`src/verilog/fault_manager_defines.vh`:
```
// Register offsets, field positions, reset values and timing counts of the fault manager
`ifndef FAULT_MANAGER_DEFINES_VH
`define FAULT_MANAGER_DEFINES_VH
// Register indices as printed; byte address is four times the index
`define IDX_WARN_STATUS   4'h1
`define IDX_OCP_STATUS    4'h2
`define IDX_FAULT_STATUS  4'h3
`define IDX_LS_DRIVE_CTRL 4'h5
`define IDX_HS_DRIVE_CTRL 4'h6
`define IDX_PROT_CTRL     4'h9
`define IDX_OC_CTRL       4'hc
`define IDX_VDS_STATUS    4'h4
// Warning status fields
`define WARN_FAULT_BIT    10
`define WARN_SUP_LOW_BIT  7
`define WARN_SUP_HIGH_BIT 6
`define WARN_PUMP_LOW_BIT 5
`define WARN_VDS_BIT      4
`define WARN_THERMAL_BIT  0
// Fault status fields
`define FLT_SUP_LOCK_BIT  10
`define FLT_THERMAL_BIT   8
`define FLT_GATE_BIT      7
`define FLT_ANALOG_BIT    5
`define FLT_LOWGATE_BIT   4
`define FLT_PUMP_UV_BIT   2
`define FLT_PUMP_ABS_BIT  1
`define FLT_PUMP_REL_BIT  0
// Control fields
`define DRIVE_TIME_LSB    8
`define GATE_CHK_DIS_BIT  8
`define LOCK_DIS_BIT      9
`define CLR_FAULTS_BIT    1
`define OC_MODE_LSB       0
// Overcurrent response modes
`define OC_MODE_LATCH     3'h0
`define OC_MODE_REPORT    3'h1
`define OC_MODE_DISABLED  3'h2
// Reset values
`define DRIVE_CTRL_RESET  11'h300
`define PROT_CTRL_RESET   11'h000
`define OC_CTRL_RESET     11'h000
// Warning blink half period and drive timer base
`define BLINK_HALF_US     56
`define CLK_MHZ           10
`define BLINK_HALF_CYC    (`BLINK_HALF_US * `CLK_MHZ)
`define DRIVE_BASE_CYC    8'h0a
`define STRONG_PD_CYC     8'h05
`endif

```
`src/verilog/motor_predriver_fault_manager.v`:
```
// Fault and warning supervisor for a three-phase predriver, with APB registers
`timescale 1ns/1ns
`include "fault_manager_defines.vh"
module motor_predriver_fault_manager #(
  parameter PHASES = 3
) (
  input  wire                clk,
  input  wire                nrst,
  input  wire                psel,
  input  wire                penable,
  input  wire                pwrite,
  input  wire [7:0]          paddr,
  input  wire [31:0]         pwdata,
  output reg  [31:0]         prdata,
  output reg                 pready,
  output reg                 pslverr,
  input  wire                gate_enable,
  input  wire [2*PHASES-1:0] gate_command,
  input  wire [2*PHASES-1:0] gate_sense,
  input  wire [2*PHASES-1:0] drain_source_overcurrent,
  input  wire [PHASES-1:0]   source_overcurrent,
  input  wire                main_supply_lockout,
  input  wire                main_supply_low_warning,
  input  wire                main_supply_high_warning,
  input  wire                pump_relative_overvoltage,
  input  wire                pump_absolute_overvoltage,
  input  wire                pump_undervoltage,
  input  wire                pump_low_warning,
  input  wire                low_gate_supply_undervoltage,
  input  wire                analog_supply_undervoltage,
  input  wire                thermal_warning,
  input  wire                thermal_shutdown,
  output reg  [2*PHASES-1:0] gate_out,
  output reg  [2*PHASES-1:0] strong_pulldown,
  output reg                 drivers_enabled,
  output reg                 fault_indicator_pin_out,
  output reg                 fault_indicator_pin_oe_n
);
  localparam NMON = 2*PHASES + PHASES + 12;
  localparam NW = 6;

  // Two-flop synchronisers on every analog monitor output
  wire [NMON-1:0] mon_raw = {drain_source_overcurrent, source_overcurrent,
    main_supply_lockout, main_supply_low_warning, main_supply_high_warning,
    pump_relative_overvoltage, pump_absolute_overvoltage, pump_undervoltage,
    pump_low_warning, low_gate_supply_undervoltage, analog_supply_undervoltage,
    thermal_warning, thermal_shutdown, 1'b0};
  reg [NMON-1:0] sync1_reg;
  reg [NMON-1:0] sync2_reg;
  always @(posedge clk) begin
    if (!nrst) begin
      sync1_reg <= {NMON{1'b0}};
      sync2_reg <= {NMON{1'b0}};
    end else begin
      sync1_reg <= mon_raw;
      sync2_reg <= sync1_reg;
    end
  end
  wire [2*PHASES-1:0] vds_s  = sync2_reg[NMON-1 -: 2*PHASES];
  // Bit 0 is the spare pad, so singles start at bit 1
  wire [PHASES-1:0]   sns_s  = sync2_reg[PHASES+11 -: PHASES];
  wire lock_s   = sync2_reg[11];
  wire low_s    = sync2_reg[10];
  wire high_s   = sync2_reg[9];
  wire prel_s   = sync2_reg[8];
  wire pabs_s   = sync2_reg[7];
  wire puv_s    = sync2_reg[6];
  wire plow_s   = sync2_reg[5];
  wire lguv_s   = sync2_reg[4];
  wire avuv_s   = sync2_reg[3];
  wire otw_s    = sync2_reg[2];
  wire thermal_shutdown_s   = sync2_reg[1];

  // Control registers
  reg  [10:0] ls_ctrl_reg;
  reg  [10:0] hs_ctrl_reg;
  reg  [10:0] prot_ctrl_reg;
  reg  [10:0] oc_ctrl_reg;
  wire [2:0]  oc_mode   = oc_ctrl_reg[`OC_MODE_LSB +: 3];
  wire        chk_dis   = prot_ctrl_reg[`GATE_CHK_DIS_BIT];
  wire        lock_dis  = prot_ctrl_reg[`LOCK_DIS_BIT];
  wire        clr_req   = prot_ctrl_reg[`CLR_FAULTS_BIT];

  // APB decode; all accesses complete with pready in the access cycle
  wire        acc   = psel & penable;
  wire [3:0]  idx   = paddr[5:2];
  wire        wr    = acc & pwrite;
  wire        rd    = acc & ~pwrite;
  wire        known = (paddr[7:6] == 2'b00) && (paddr[1:0] == 2'b00) &&
                      ((idx >= `IDX_WARN_STATUS && idx <= `IDX_HS_DRIVE_CTRL) ||
                       idx == `IDX_PROT_CTRL || idx == `IDX_OC_CTRL);

  // Overcurrent classification by mode
  wire vds_any    = |vds_s && (oc_mode != `OC_MODE_DISABLED);
  wire vds_latch  = vds_any && (oc_mode == `OC_MODE_LATCH);
  wire vds_report = vds_any && (oc_mode == `OC_MODE_REPORT);

  // Latched fault set conditions; lockout disable only blocks the shutdown
  reg  [10:0] fault_reg;
  reg  [2*PHASES-1:0] vds_flt_reg;
  reg  [PHASES-1:0]   sns_reg;
  reg  [2*PHASES-1:0] mismatch_reg;
  reg                 lock_shut_reg;
  reg                 vds_latch_reg;
  wire shut = lock_shut_reg | (|sns_reg) | (|mismatch_reg) |
              (|fault_reg[`FLT_THERMAL_BIT:0] & ~fault_reg[`FLT_THERMAL_BIT-2]) |
              (vds_latch_reg);
  wire causes_gone = ~(lock_s | prel_s | pabs_s | puv_s | lguv_s | avuv_s | thermal_shutdown_s |
                       (|sns_s) | (|vds_s));
  reg  en_d_reg;
  wire en_rise = gate_enable & ~en_d_reg;
  wire clear_now = (clr_req | en_rise) & causes_gone;

  // Gate drive timer, its length picked per side
  reg  [7:0]  drv_cnt_reg [0:2*PHASES-1];
  reg  [2*PHASES-1:0] cmd_d_reg;
  wire [7:0]  ls_len = {4'h0, ls_ctrl_reg[`DRIVE_TIME_LSB +: 2], 2'b00} + `DRIVE_BASE_CYC;
  wire [7:0]  hs_len = {4'h0, hs_ctrl_reg[`DRIVE_TIME_LSB +: 2], 2'b00} + `DRIVE_BASE_CYC;
  genvar g;
  generate
    for (g = 0; g < 2*PHASES; g = g + 1) begin : gate_chk
      // Even index low side, odd index high side
      wire [7:0] len  = (g % 2 == 1) ? hs_len : ls_len;
      // Partner side runs its own length, so its timer is judged by it
      wire [7:0] plen = (g % 2 == 1) ? ls_len : hs_len;
      always @(posedge clk) begin
        if (!nrst) begin
          drv_cnt_reg[g] <= 8'h00;
          mismatch_reg[g] <= 1'b0;
        end else begin
          if (gate_command[g] != cmd_d_reg[g])
            drv_cnt_reg[g] <= len;
          else if (drv_cnt_reg[g] != 8'h00)
            drv_cnt_reg[g] <= drv_cnt_reg[g] - 8'h01;
          // Compare only when the timer runs out
          if (drv_cnt_reg[g] == 8'h01 && drivers_enabled && !chk_dis &&
              gate_sense[g] != gate_out[g])
            mismatch_reg[g] <= 1'b1;
          else if (clear_now)
            mismatch_reg[g] <= 1'b0;
        end
      end
      // Strong pulldown on the off gate while its partner turns on
      always @(posedge clk) begin
        if (!nrst)
          strong_pulldown[g] <= 1'b0;
        else
          strong_pulldown[g] <= !gate_out[g] && gate_command[g^1] &&
                                (drv_cnt_reg[g^1] > plen - `STRONG_PD_CYC);
      end
    end
  endgenerate

  // Status latching; set wins over clear except on the gate bit, which clear_now zeroes
  always @(posedge clk) begin
    if (!nrst) begin
      fault_reg     <= 11'h000;
      vds_flt_reg   <= {2*PHASES{1'b0}};
      sns_reg       <= {PHASES{1'b0}};
      lock_shut_reg <= 1'b0;
      vds_latch_reg <= 1'b0;
      en_d_reg      <= 1'b0;
      cmd_d_reg     <= {2*PHASES{1'b0}};
    end else begin
      en_d_reg  <= gate_enable;
      cmd_d_reg <= gate_command;
      fault_reg[`FLT_SUP_LOCK_BIT] <= lock_s | (fault_reg[`FLT_SUP_LOCK_BIT] & ~clear_now);
      lock_shut_reg <= (lock_s & ~lock_dis) | (lock_shut_reg & ~clear_now);
      fault_reg[`FLT_THERMAL_BIT] <= thermal_shutdown_s | (fault_reg[`FLT_THERMAL_BIT] & ~clear_now);
      fault_reg[`FLT_GATE_BIT]    <= (|mismatch_reg) & ~clear_now;
      fault_reg[`FLT_ANALOG_BIT]  <= avuv_s | (fault_reg[`FLT_ANALOG_BIT] & ~clear_now);
      fault_reg[`FLT_LOWGATE_BIT] <= lguv_s | (fault_reg[`FLT_LOWGATE_BIT] & ~clear_now);
      fault_reg[`FLT_PUMP_UV_BIT] <= puv_s | (fault_reg[`FLT_PUMP_UV_BIT] & ~clear_now);
      fault_reg[`FLT_PUMP_ABS_BIT] <= pabs_s | (fault_reg[`FLT_PUMP_ABS_BIT] & ~clear_now);
      fault_reg[`FLT_PUMP_REL_BIT] <= prel_s | (fault_reg[`FLT_PUMP_REL_BIT] & ~clear_now);
      fault_reg[9] <= 1'b0;
      fault_reg[6] <= 1'b0;
      fault_reg[3] <= 1'b0;
      sns_reg <= sns_s | (sns_reg & {PHASES{~clear_now}});
      vds_flt_reg <= (vds_any ? vds_s : {2*PHASES{1'b0}}) |
                     (vds_flt_reg & {2*PHASES{~clear_now}});
      vds_latch_reg <= vds_latch | (vds_latch_reg & ~clear_now);
    end
  end

  // Warning sources: level, seen-flag and read acknowledge per source
  wire [NW-1:0] warn_lvl = {vds_report, plow_s, low_s, high_s, otw_s, 1'b0};
  reg  [NW-1:0] warn_ack_reg;
  wire warn_rd = rd && idx == `IDX_WARN_STATUS;
  wire vds_rd  = rd && idx == `IDX_VDS_STATUS;
  always @(posedge clk) begin
    if (!nrst)
      warn_ack_reg <= {NW{1'b0}};
    else
      // Ack drops when condition passes, so a reoccurrence blinks again
      warn_ack_reg <= warn_lvl & (warn_ack_reg |
        {vds_rd, {NW-1{warn_rd}}});
  end
  wire warn_pending = |(warn_lvl & ~warn_ack_reg);

  // Blink divider: toggles every 56 us while a warning is pending
  reg [9:0] blink_cnt_reg;
  reg       blink_reg;
  always @(posedge clk) begin
    if (!nrst || !warn_pending) begin
      blink_cnt_reg <= 10'h000;
      blink_reg     <= 1'b0;
    end else if (blink_cnt_reg == `BLINK_HALF_CYC - 1) begin
      blink_cnt_reg <= 10'h000;
      blink_reg     <= ~blink_reg;
    end else begin
      blink_cnt_reg <= blink_cnt_reg + 10'h001;
    end
  end
  wire any_fault = |fault_reg | (|sns_reg) | vds_latch_reg;

  // Outputs: fault holds pin low, warning blinks, else released
  always @(posedge clk) begin
    if (!nrst) begin
      drivers_enabled          <= 1'b0;
      gate_out                 <= {2*PHASES{1'b0}};
      fault_indicator_pin_out  <= 1'b0;
      fault_indicator_pin_oe_n <= 1'b1;
    end else begin
      drivers_enabled <= gate_enable & ~shut;
      gate_out <= (gate_enable & ~shut) ? gate_command : {2*PHASES{1'b0}};
      fault_indicator_pin_out  <= 1'b0;
      fault_indicator_pin_oe_n <= ~(any_fault | (warn_pending & ~blink_reg));
    end
  end

  // Register writes; clear bit self-clears once faults are cleared
  always @(posedge clk) begin
    if (!nrst) begin
      ls_ctrl_reg   <= `DRIVE_CTRL_RESET;
      hs_ctrl_reg   <= `DRIVE_CTRL_RESET;
      prot_ctrl_reg <= `PROT_CTRL_RESET;
      oc_ctrl_reg   <= `OC_CTRL_RESET;
    end else begin
      if (wr && idx == `IDX_LS_DRIVE_CTRL && known)
        ls_ctrl_reg <= pwdata[10:0];
      if (wr && idx == `IDX_HS_DRIVE_CTRL && known)
        hs_ctrl_reg <= pwdata[10:0];
      if (wr && idx == `IDX_OC_CTRL && known)
        oc_ctrl_reg <= pwdata[10:0];
      if (wr && idx == `IDX_PROT_CTRL && known)
        prot_ctrl_reg <= pwdata[10:0];
      else if (clear_now)
        prot_ctrl_reg[`CLR_FAULTS_BIT] <= 1'b0;
    end
  end

  // Read mux and zero-wait-state answer
  reg [10:0] rd_val;
  always @* begin
    case (idx)
      `IDX_WARN_STATUS:   rd_val = {any_fault, 2'b00, low_s, high_s, plow_s,
                                    vds_report, 3'b000, otw_s};
      `IDX_OCP_STATUS:    rd_val = {{11-PHASES{1'b0}}, sns_reg};
      `IDX_FAULT_STATUS:  rd_val = fault_reg;
      `IDX_VDS_STATUS:    rd_val = {{11-2*PHASES{1'b0}}, vds_flt_reg};
      `IDX_LS_DRIVE_CTRL: rd_val = ls_ctrl_reg;
      `IDX_HS_DRIVE_CTRL: rd_val = hs_ctrl_reg;
      `IDX_PROT_CTRL:     rd_val = prot_ctrl_reg;
      `IDX_OC_CTRL:       rd_val = oc_ctrl_reg;
      default:            rd_val = 11'h000;
    endcase
  end
  always @(posedge clk) begin
    if (!nrst) begin
      pready  <= 1'b0;
      pslverr <= 1'b0;
      prdata  <= 32'h0000_0000;
    end else begin
      pready  <= psel & ~penable;
      pslverr <= psel & ~penable & ~known;
      prdata  <= (psel & ~penable & ~pwrite & known) ? {21'h000000, rd_val} : 32'h0000_0000;
    end
  end
endmodule // motor_predriver_fault_manager

```
`config.mk`:
```
export PLATFORM = sky130hd
export DESIGN_NAME = motor_predriver_fault_manager
export DESIGN_NICKNAME = d
export VERILOG_FILES = /design/src/verilog/motor_predriver_fault_manager.v
export VERILOG_INCLUDE_DIRS = /design/src /design/src/verilog
export SDC_FILE = /design/constraint.sdc
export NUM_CORES = 1
export LEC_CHECK = 0
export ABC_AREA = 1
export BUFFER_PORTS_ARGS = -buffer_cell sky130_fd_sc_hd__buf_2
export CORE_ASPECT_RATIO = 1.2
export CORE_MARGIN = 5
export CORE_UTILIZATION = 57
export DETAILED_ROUTE_END_ITERATION = 7
export GPL_TIMING_DRIVEN = 0
export PLACE_DENSITY = 0.86
export SYNTH_ARGS = -nofsm -noshare
export SYNTH_HDL_FRONTEND = slang
export SYNTH_SLANG_ARGS = --single-unit
```
`constraint.sdc`:
```
create_clock -name clk -period 2.8 [get_ports clk]
set_clock_uncertainty 0.2 [all_clocks]
set_input_delay 0.56 -clock clk [delete_from_list [all_inputs] [get_ports clk]]
set_output_delay 0.56 -clock clk [all_outputs]
set_load 0.05 [all_outputs]
```
# --- Word-level counts from Yosys, hierarchy flattened ---
# Memory sizes are Yosys's and may differ from the RTL's.
# Cells that the tools add are included.
totals:
  reg_bits: 186
  mem_bits_rw: 48
  input_bits: 78
  out_inout_bits: 49
  n_memories: 1
op_classes:
  addsub: 11
  magnitude_cmp: 8
  n_eq_ne: 29
  mux: 65
  bitwise: 79
  n_reduce_logical: 84
memory_table:
  columns: ["name", "words", "width", "rd", "rd_clocked_by_memory_dff", "wr", "line_no", "source"]
  rows:
  - ["drv_cnt_reg", 6, 8, 6, 0, 6, "motor_predriver_fault_manager.v:115", "reg [7:0] drv_cnt_reg [0:2*PHASES-1];"]
ops:
  columns: ["op", "n"]
  rows:
  - ["$mux W8", 12]
  - ["$pmux W11 S8", 1]
  - ["$mux W1", 51]
  - ["$eq A8 B1 Y1 const B", 6]
  - ["$gt A8 B8 Y1", 6]
  - ["$reduce_bool A8 Y1", 6]
  - ["$sub A8 B1 Y8 const B", 6]
  - ["$logic_and A1 B1 Y1", 46]
  - ["$or A1 B1 Y1", 37]
  - ["$and A1 B1 Y1", 23]
  - ["$and A6 B6 Y6", 3]
  - ["$reduce_or A6 Y1", 3]
  - ["$reduce_bool A2 Y1", 7]
  - ["$eq A4 B3 Y1 const B", 3]
  - ["$ne A1 B1 Y1", 12]
  - ["$or A6 B6 Y6", 2]
  - ["$sub A5 B3 Y6 const B", 2]
  - ["$not A1 Y1", 11]
  - ["$reduce_or A11 Y1", 1]
  - ["$add A10 B1 Y10 const B", 1]
  - ["$add A4 B4 Y5 const B", 2]
  - ["$eq A10 B10 Y1 const B", 1]
  - ["$logic_not A1 Y1", 9]
  - ["$reduce_or A9 Y1", 1]
  - ["other kinds (17)", 24]

# --- Logic depth before layout (Yosys ltp) ---
logic_depth:
  ltp_word: 13
  ltp_mapped: 12

# --- Worst setup path after synthesis ---
# No wires, ideal clock.
synth_path:
  path_kind: "input to register"
  startpoint: "input port nrst"
  endpoint: "memory drv_cnt_reg[0][0] (enable)"
  t_arrival_ns: 1.566
  required_ns: 2.270
  slack_ns: 0.705
  stages: 4
  path_cell_list: "buf_2 clkbuf_1 buf_1 nand3_1"
synth_lines:
  columns: ["item", "line_no", "source"]
  rows:
  - ["start, declared", "motor_predriver_fault_manager.v:8", "input wire nrst,"]
  - ["end, declared", "motor_predriver_fault_manager.v:115", null]

==> key figures <==
Worst setup path
  • Worst Setup Start Kind: primary input
  • Crit path capture type: register
  • Crit path kind: in -> reg
  • Worst Path Arrival: approximately 2.5 ns
  • Max Fanout on Critical Path: 10
  • Worst EP required: 2.74 ns

STA
  • Max-slew violations: 0
  • Max frequency: between 0.3 and 0.4 GHz
  • Final Hold Vio Count: 0
  • WHS: 0.01970 ns
  • Least-Margin Pin Slew: just under 0.9 ns
  • Rel. slew slack: 41.16%
  • Period minus WS final: 2.593 ns
  • Unrepaired setup endpoints after global routing: false
  • Finish-stage setup viols: 0
  • Final worst-path cycle share: between 90 and 100%

Routing
  • Vias per cell: 5.348
  • Iter 0 DRT Violations: 997
  • DRC violations left: 0
  • Final wirelength: about 25 mm
  • Routed Antenna Nets: 0
  • Detailed-route via count: 9081
  • Pre-antenna DRT Iters: 7
  • DR WL/cell: between 10 and 15 um

Layout
  • Final instance area: 11510 um2
  • Max reg flops: 48
  • Fraction of layout cells with a size suffix above 1: 12.26%
  • Sequential Area: 4624 um2
  • Area grow syn2layout: 15.53%
  • Multi-input gate area: 4192 um2
  • Fillers: 1427
  • Final net count: 1576

Clocking
  • CTS tree: done
  • CTS max path bufs: 3
  • # H-tree levels: 1
  • CTS Buf Count: 22
  • Worst-Skew Late Latency: approximately 0.52 ns
  • Clk root buf: clkbuf_16
  • CTS resizes: 0
  • Cts hold-fix bufs: 0
  • # Post-CTS Setup Buffers: 0
  • Clk sinks: 207
  • Reg clk slew, reported paths: 0.06 ns

Synthesis
  • Ys Warns: 0
  • Register area share after synthesis: a little under half
  • Synthesized instance count: 1332
  • Leading area contributor after synthesis: dfxtp_1
  • Number of synthesized register bits: about 210
  • Synth top cells by count: nand2_1, inv_1, nor2_1, dfxtp_1, nand3_1
  • Synth top area share: 31.94%
  • Synth Flop Type: dfxtp_1
  • Largest cells by area after synthesis: dfxtp_1, edfxtp_1, nand2_1, inv_1, nor2_1
  • EDFF count, synth: between 40 and 50
  • Mean Syn Cell Area: 7.483 um2
  • Asr flop ratio synth: 0%
  • Distinct cell type count after synthesis: 33
  • Mapped cell area: 9967 um2
  • Most common cell in the netlist: nand2_1

Placement
  • Dpl cell area: 10740 um2
  • DP Wirelength: around 18 mm
  • PortBufs: 83
  • RD Place Congestion: 0.9378

Pwr
  • Tot Pwr: 8.010 mW
  • Leakage: 5.808 nW
  • Power per cell area: 695.6 nW/um2
  • VDD IR-drop max: between 500 and 600 uV

Floorplan
  • Die Wd: 130.7 um
  • Core area: between 15000 and 20000 um2
  • Die height: 154.9 um
  • Die area: 20240 um2
  • Core Rows: 53
  • Starting Density: 57.37%
  • # IOs: approximately 130

GRT
  • Grt total ovfl: 0
  • Largest net degree at the start of global routing: 15
  • Vias in the first global route: 8648
  • Total Routing Usage GR: 24.41%
  • Antenna violations before repair: 4
  • First-pass GRT wire length: between 40 and 50 mm

Status
  • Status: finished, final reports clean

Job
  • Total of max-cap violations: 0

Hold path
  • Hold crit path type: in -> reg
-- routing by layer --
| metal | global-route usage [%] | routed length (um) | vias up |
|---|---|---|---|
| met5 | 0 | 11 | - |
| met4 | 10.63 | 1124 | 2 |
| met3 | 4.361 | 2230 | 98 |
| met2 | 42.30 | 12230 | 436 |
| met1 | 29.37 | 9599 | 4137 |
| li1 | - | - | 4408 |
-- where the power goes --
| part | switching [mW] | internal, mW | total, mW |
|---|---|---|---|
| logic | 0.992 | 0.486 | 1.48 |
| registers | 0.166 | 3.32 | 3.48 |
| clock network | 1.23 | 1.82 | 3.05 |
| total | 2.39 | 5.62 | 8.01 |
-- worst paths after layout --
kind | startpoint | depth (start not counted) | slack (ns) | end
setup / recovery | nrst | 5 | 0.21 | drv_cnt_reg[0][3]$_DFFE_PP_
hold / removal | thermal_shutdown | 3 | 0.02 | sync1_reg[1]$_SDFF_PN0_
hold reg to reg | sync1_reg[7]$_SDFF_PN0_ | 2 | 0.21 | sync2_reg[7]$_SDFF_PN0_
setup reg to reg | sync2_reg[15]$_SDFF_PN0_ | 7 | 0.76 | fault_reg[10]$_SDFF_PN0_
-- stage by stage --
step           setup WS [ns]  utilization (%)  setup TNS [ns]  instances
6_report              0.2070            66.28               0       1698
2_1_floorplan         0.7046                -               0       1353
5_1_grt               0.1160            66.28               0       1698
4_1_cts               0.2703            66.25               0       1696
3_5_place_dp         -0.2525            61.80          -10.36       1656
3_3_place_gp         -0.2674            61.80          -11.05       1656
-- cells in the final DEF (no fill, tap or decap), types with 2 or more instances in the layout --
master     synthesis  layout
a21oi_1           46      46
buf_1              7       7
buf_2             14      97
buf_4             22      22
buf_6              3       3
clkbuf_1          11      14
clkbuf_16          0      25
clkbuf_8           0       4
clkinv_2           0       3
conb_1             1      22
dfxtp_1          159     159
diode_2            0       2
edfxtp_1          48      48
ha_1              38      38
inv_1            232     232
inv_2              6       6
inv_4              0       2
nand2_1          312     312
nand2_2            3       3
nand3_1           79      79
nand3_2            3       3
nand3b_1           3       3
nand4_1           47      47
nor2_1           162     162
nor2_4             2       2
nor3_1            15      15
o21ai_0           55      55
o22ai_1           15      15
o31ai_1            5       5
or2_2              7       7
xnor2_1            7       7
xor2_1            24      24
-- cell families after synthesis --
group           share of synthesized area [%]
fa+ha+maj                               4.770
compound gates                          6.691
xor+xnor                                2.724
flops                                   46.40
simple gates                            27.04
buf+inv                                 12.34
other cells                           0.03762
-- worst max-delay path, cell delays in order --
cell and delay [ns]:
buf_2 0.15, buf_2 0.29, clkbuf_1 0.54, buf_1 0.52
nand3_1 0.47
-- layout make-up --
| class | count | area share [%] |
|---|---|---|
| buffer | 57 | 2.923 |
| multi-input combinational | 851 | 36.40 |
| timing repair buffer | 83 | 3.608 |
| clock buffer | 32 | 6.009 |
| tap | 220 | 2.391 |
| antenna | 2 | 0.04346 |
| inverter | 238 | 7.758 |
| clock inverter | 8 | 0.7063 |
| sequential | 207 | 40.16 |
No activity file was read; power rests on OpenSTA's default activity.
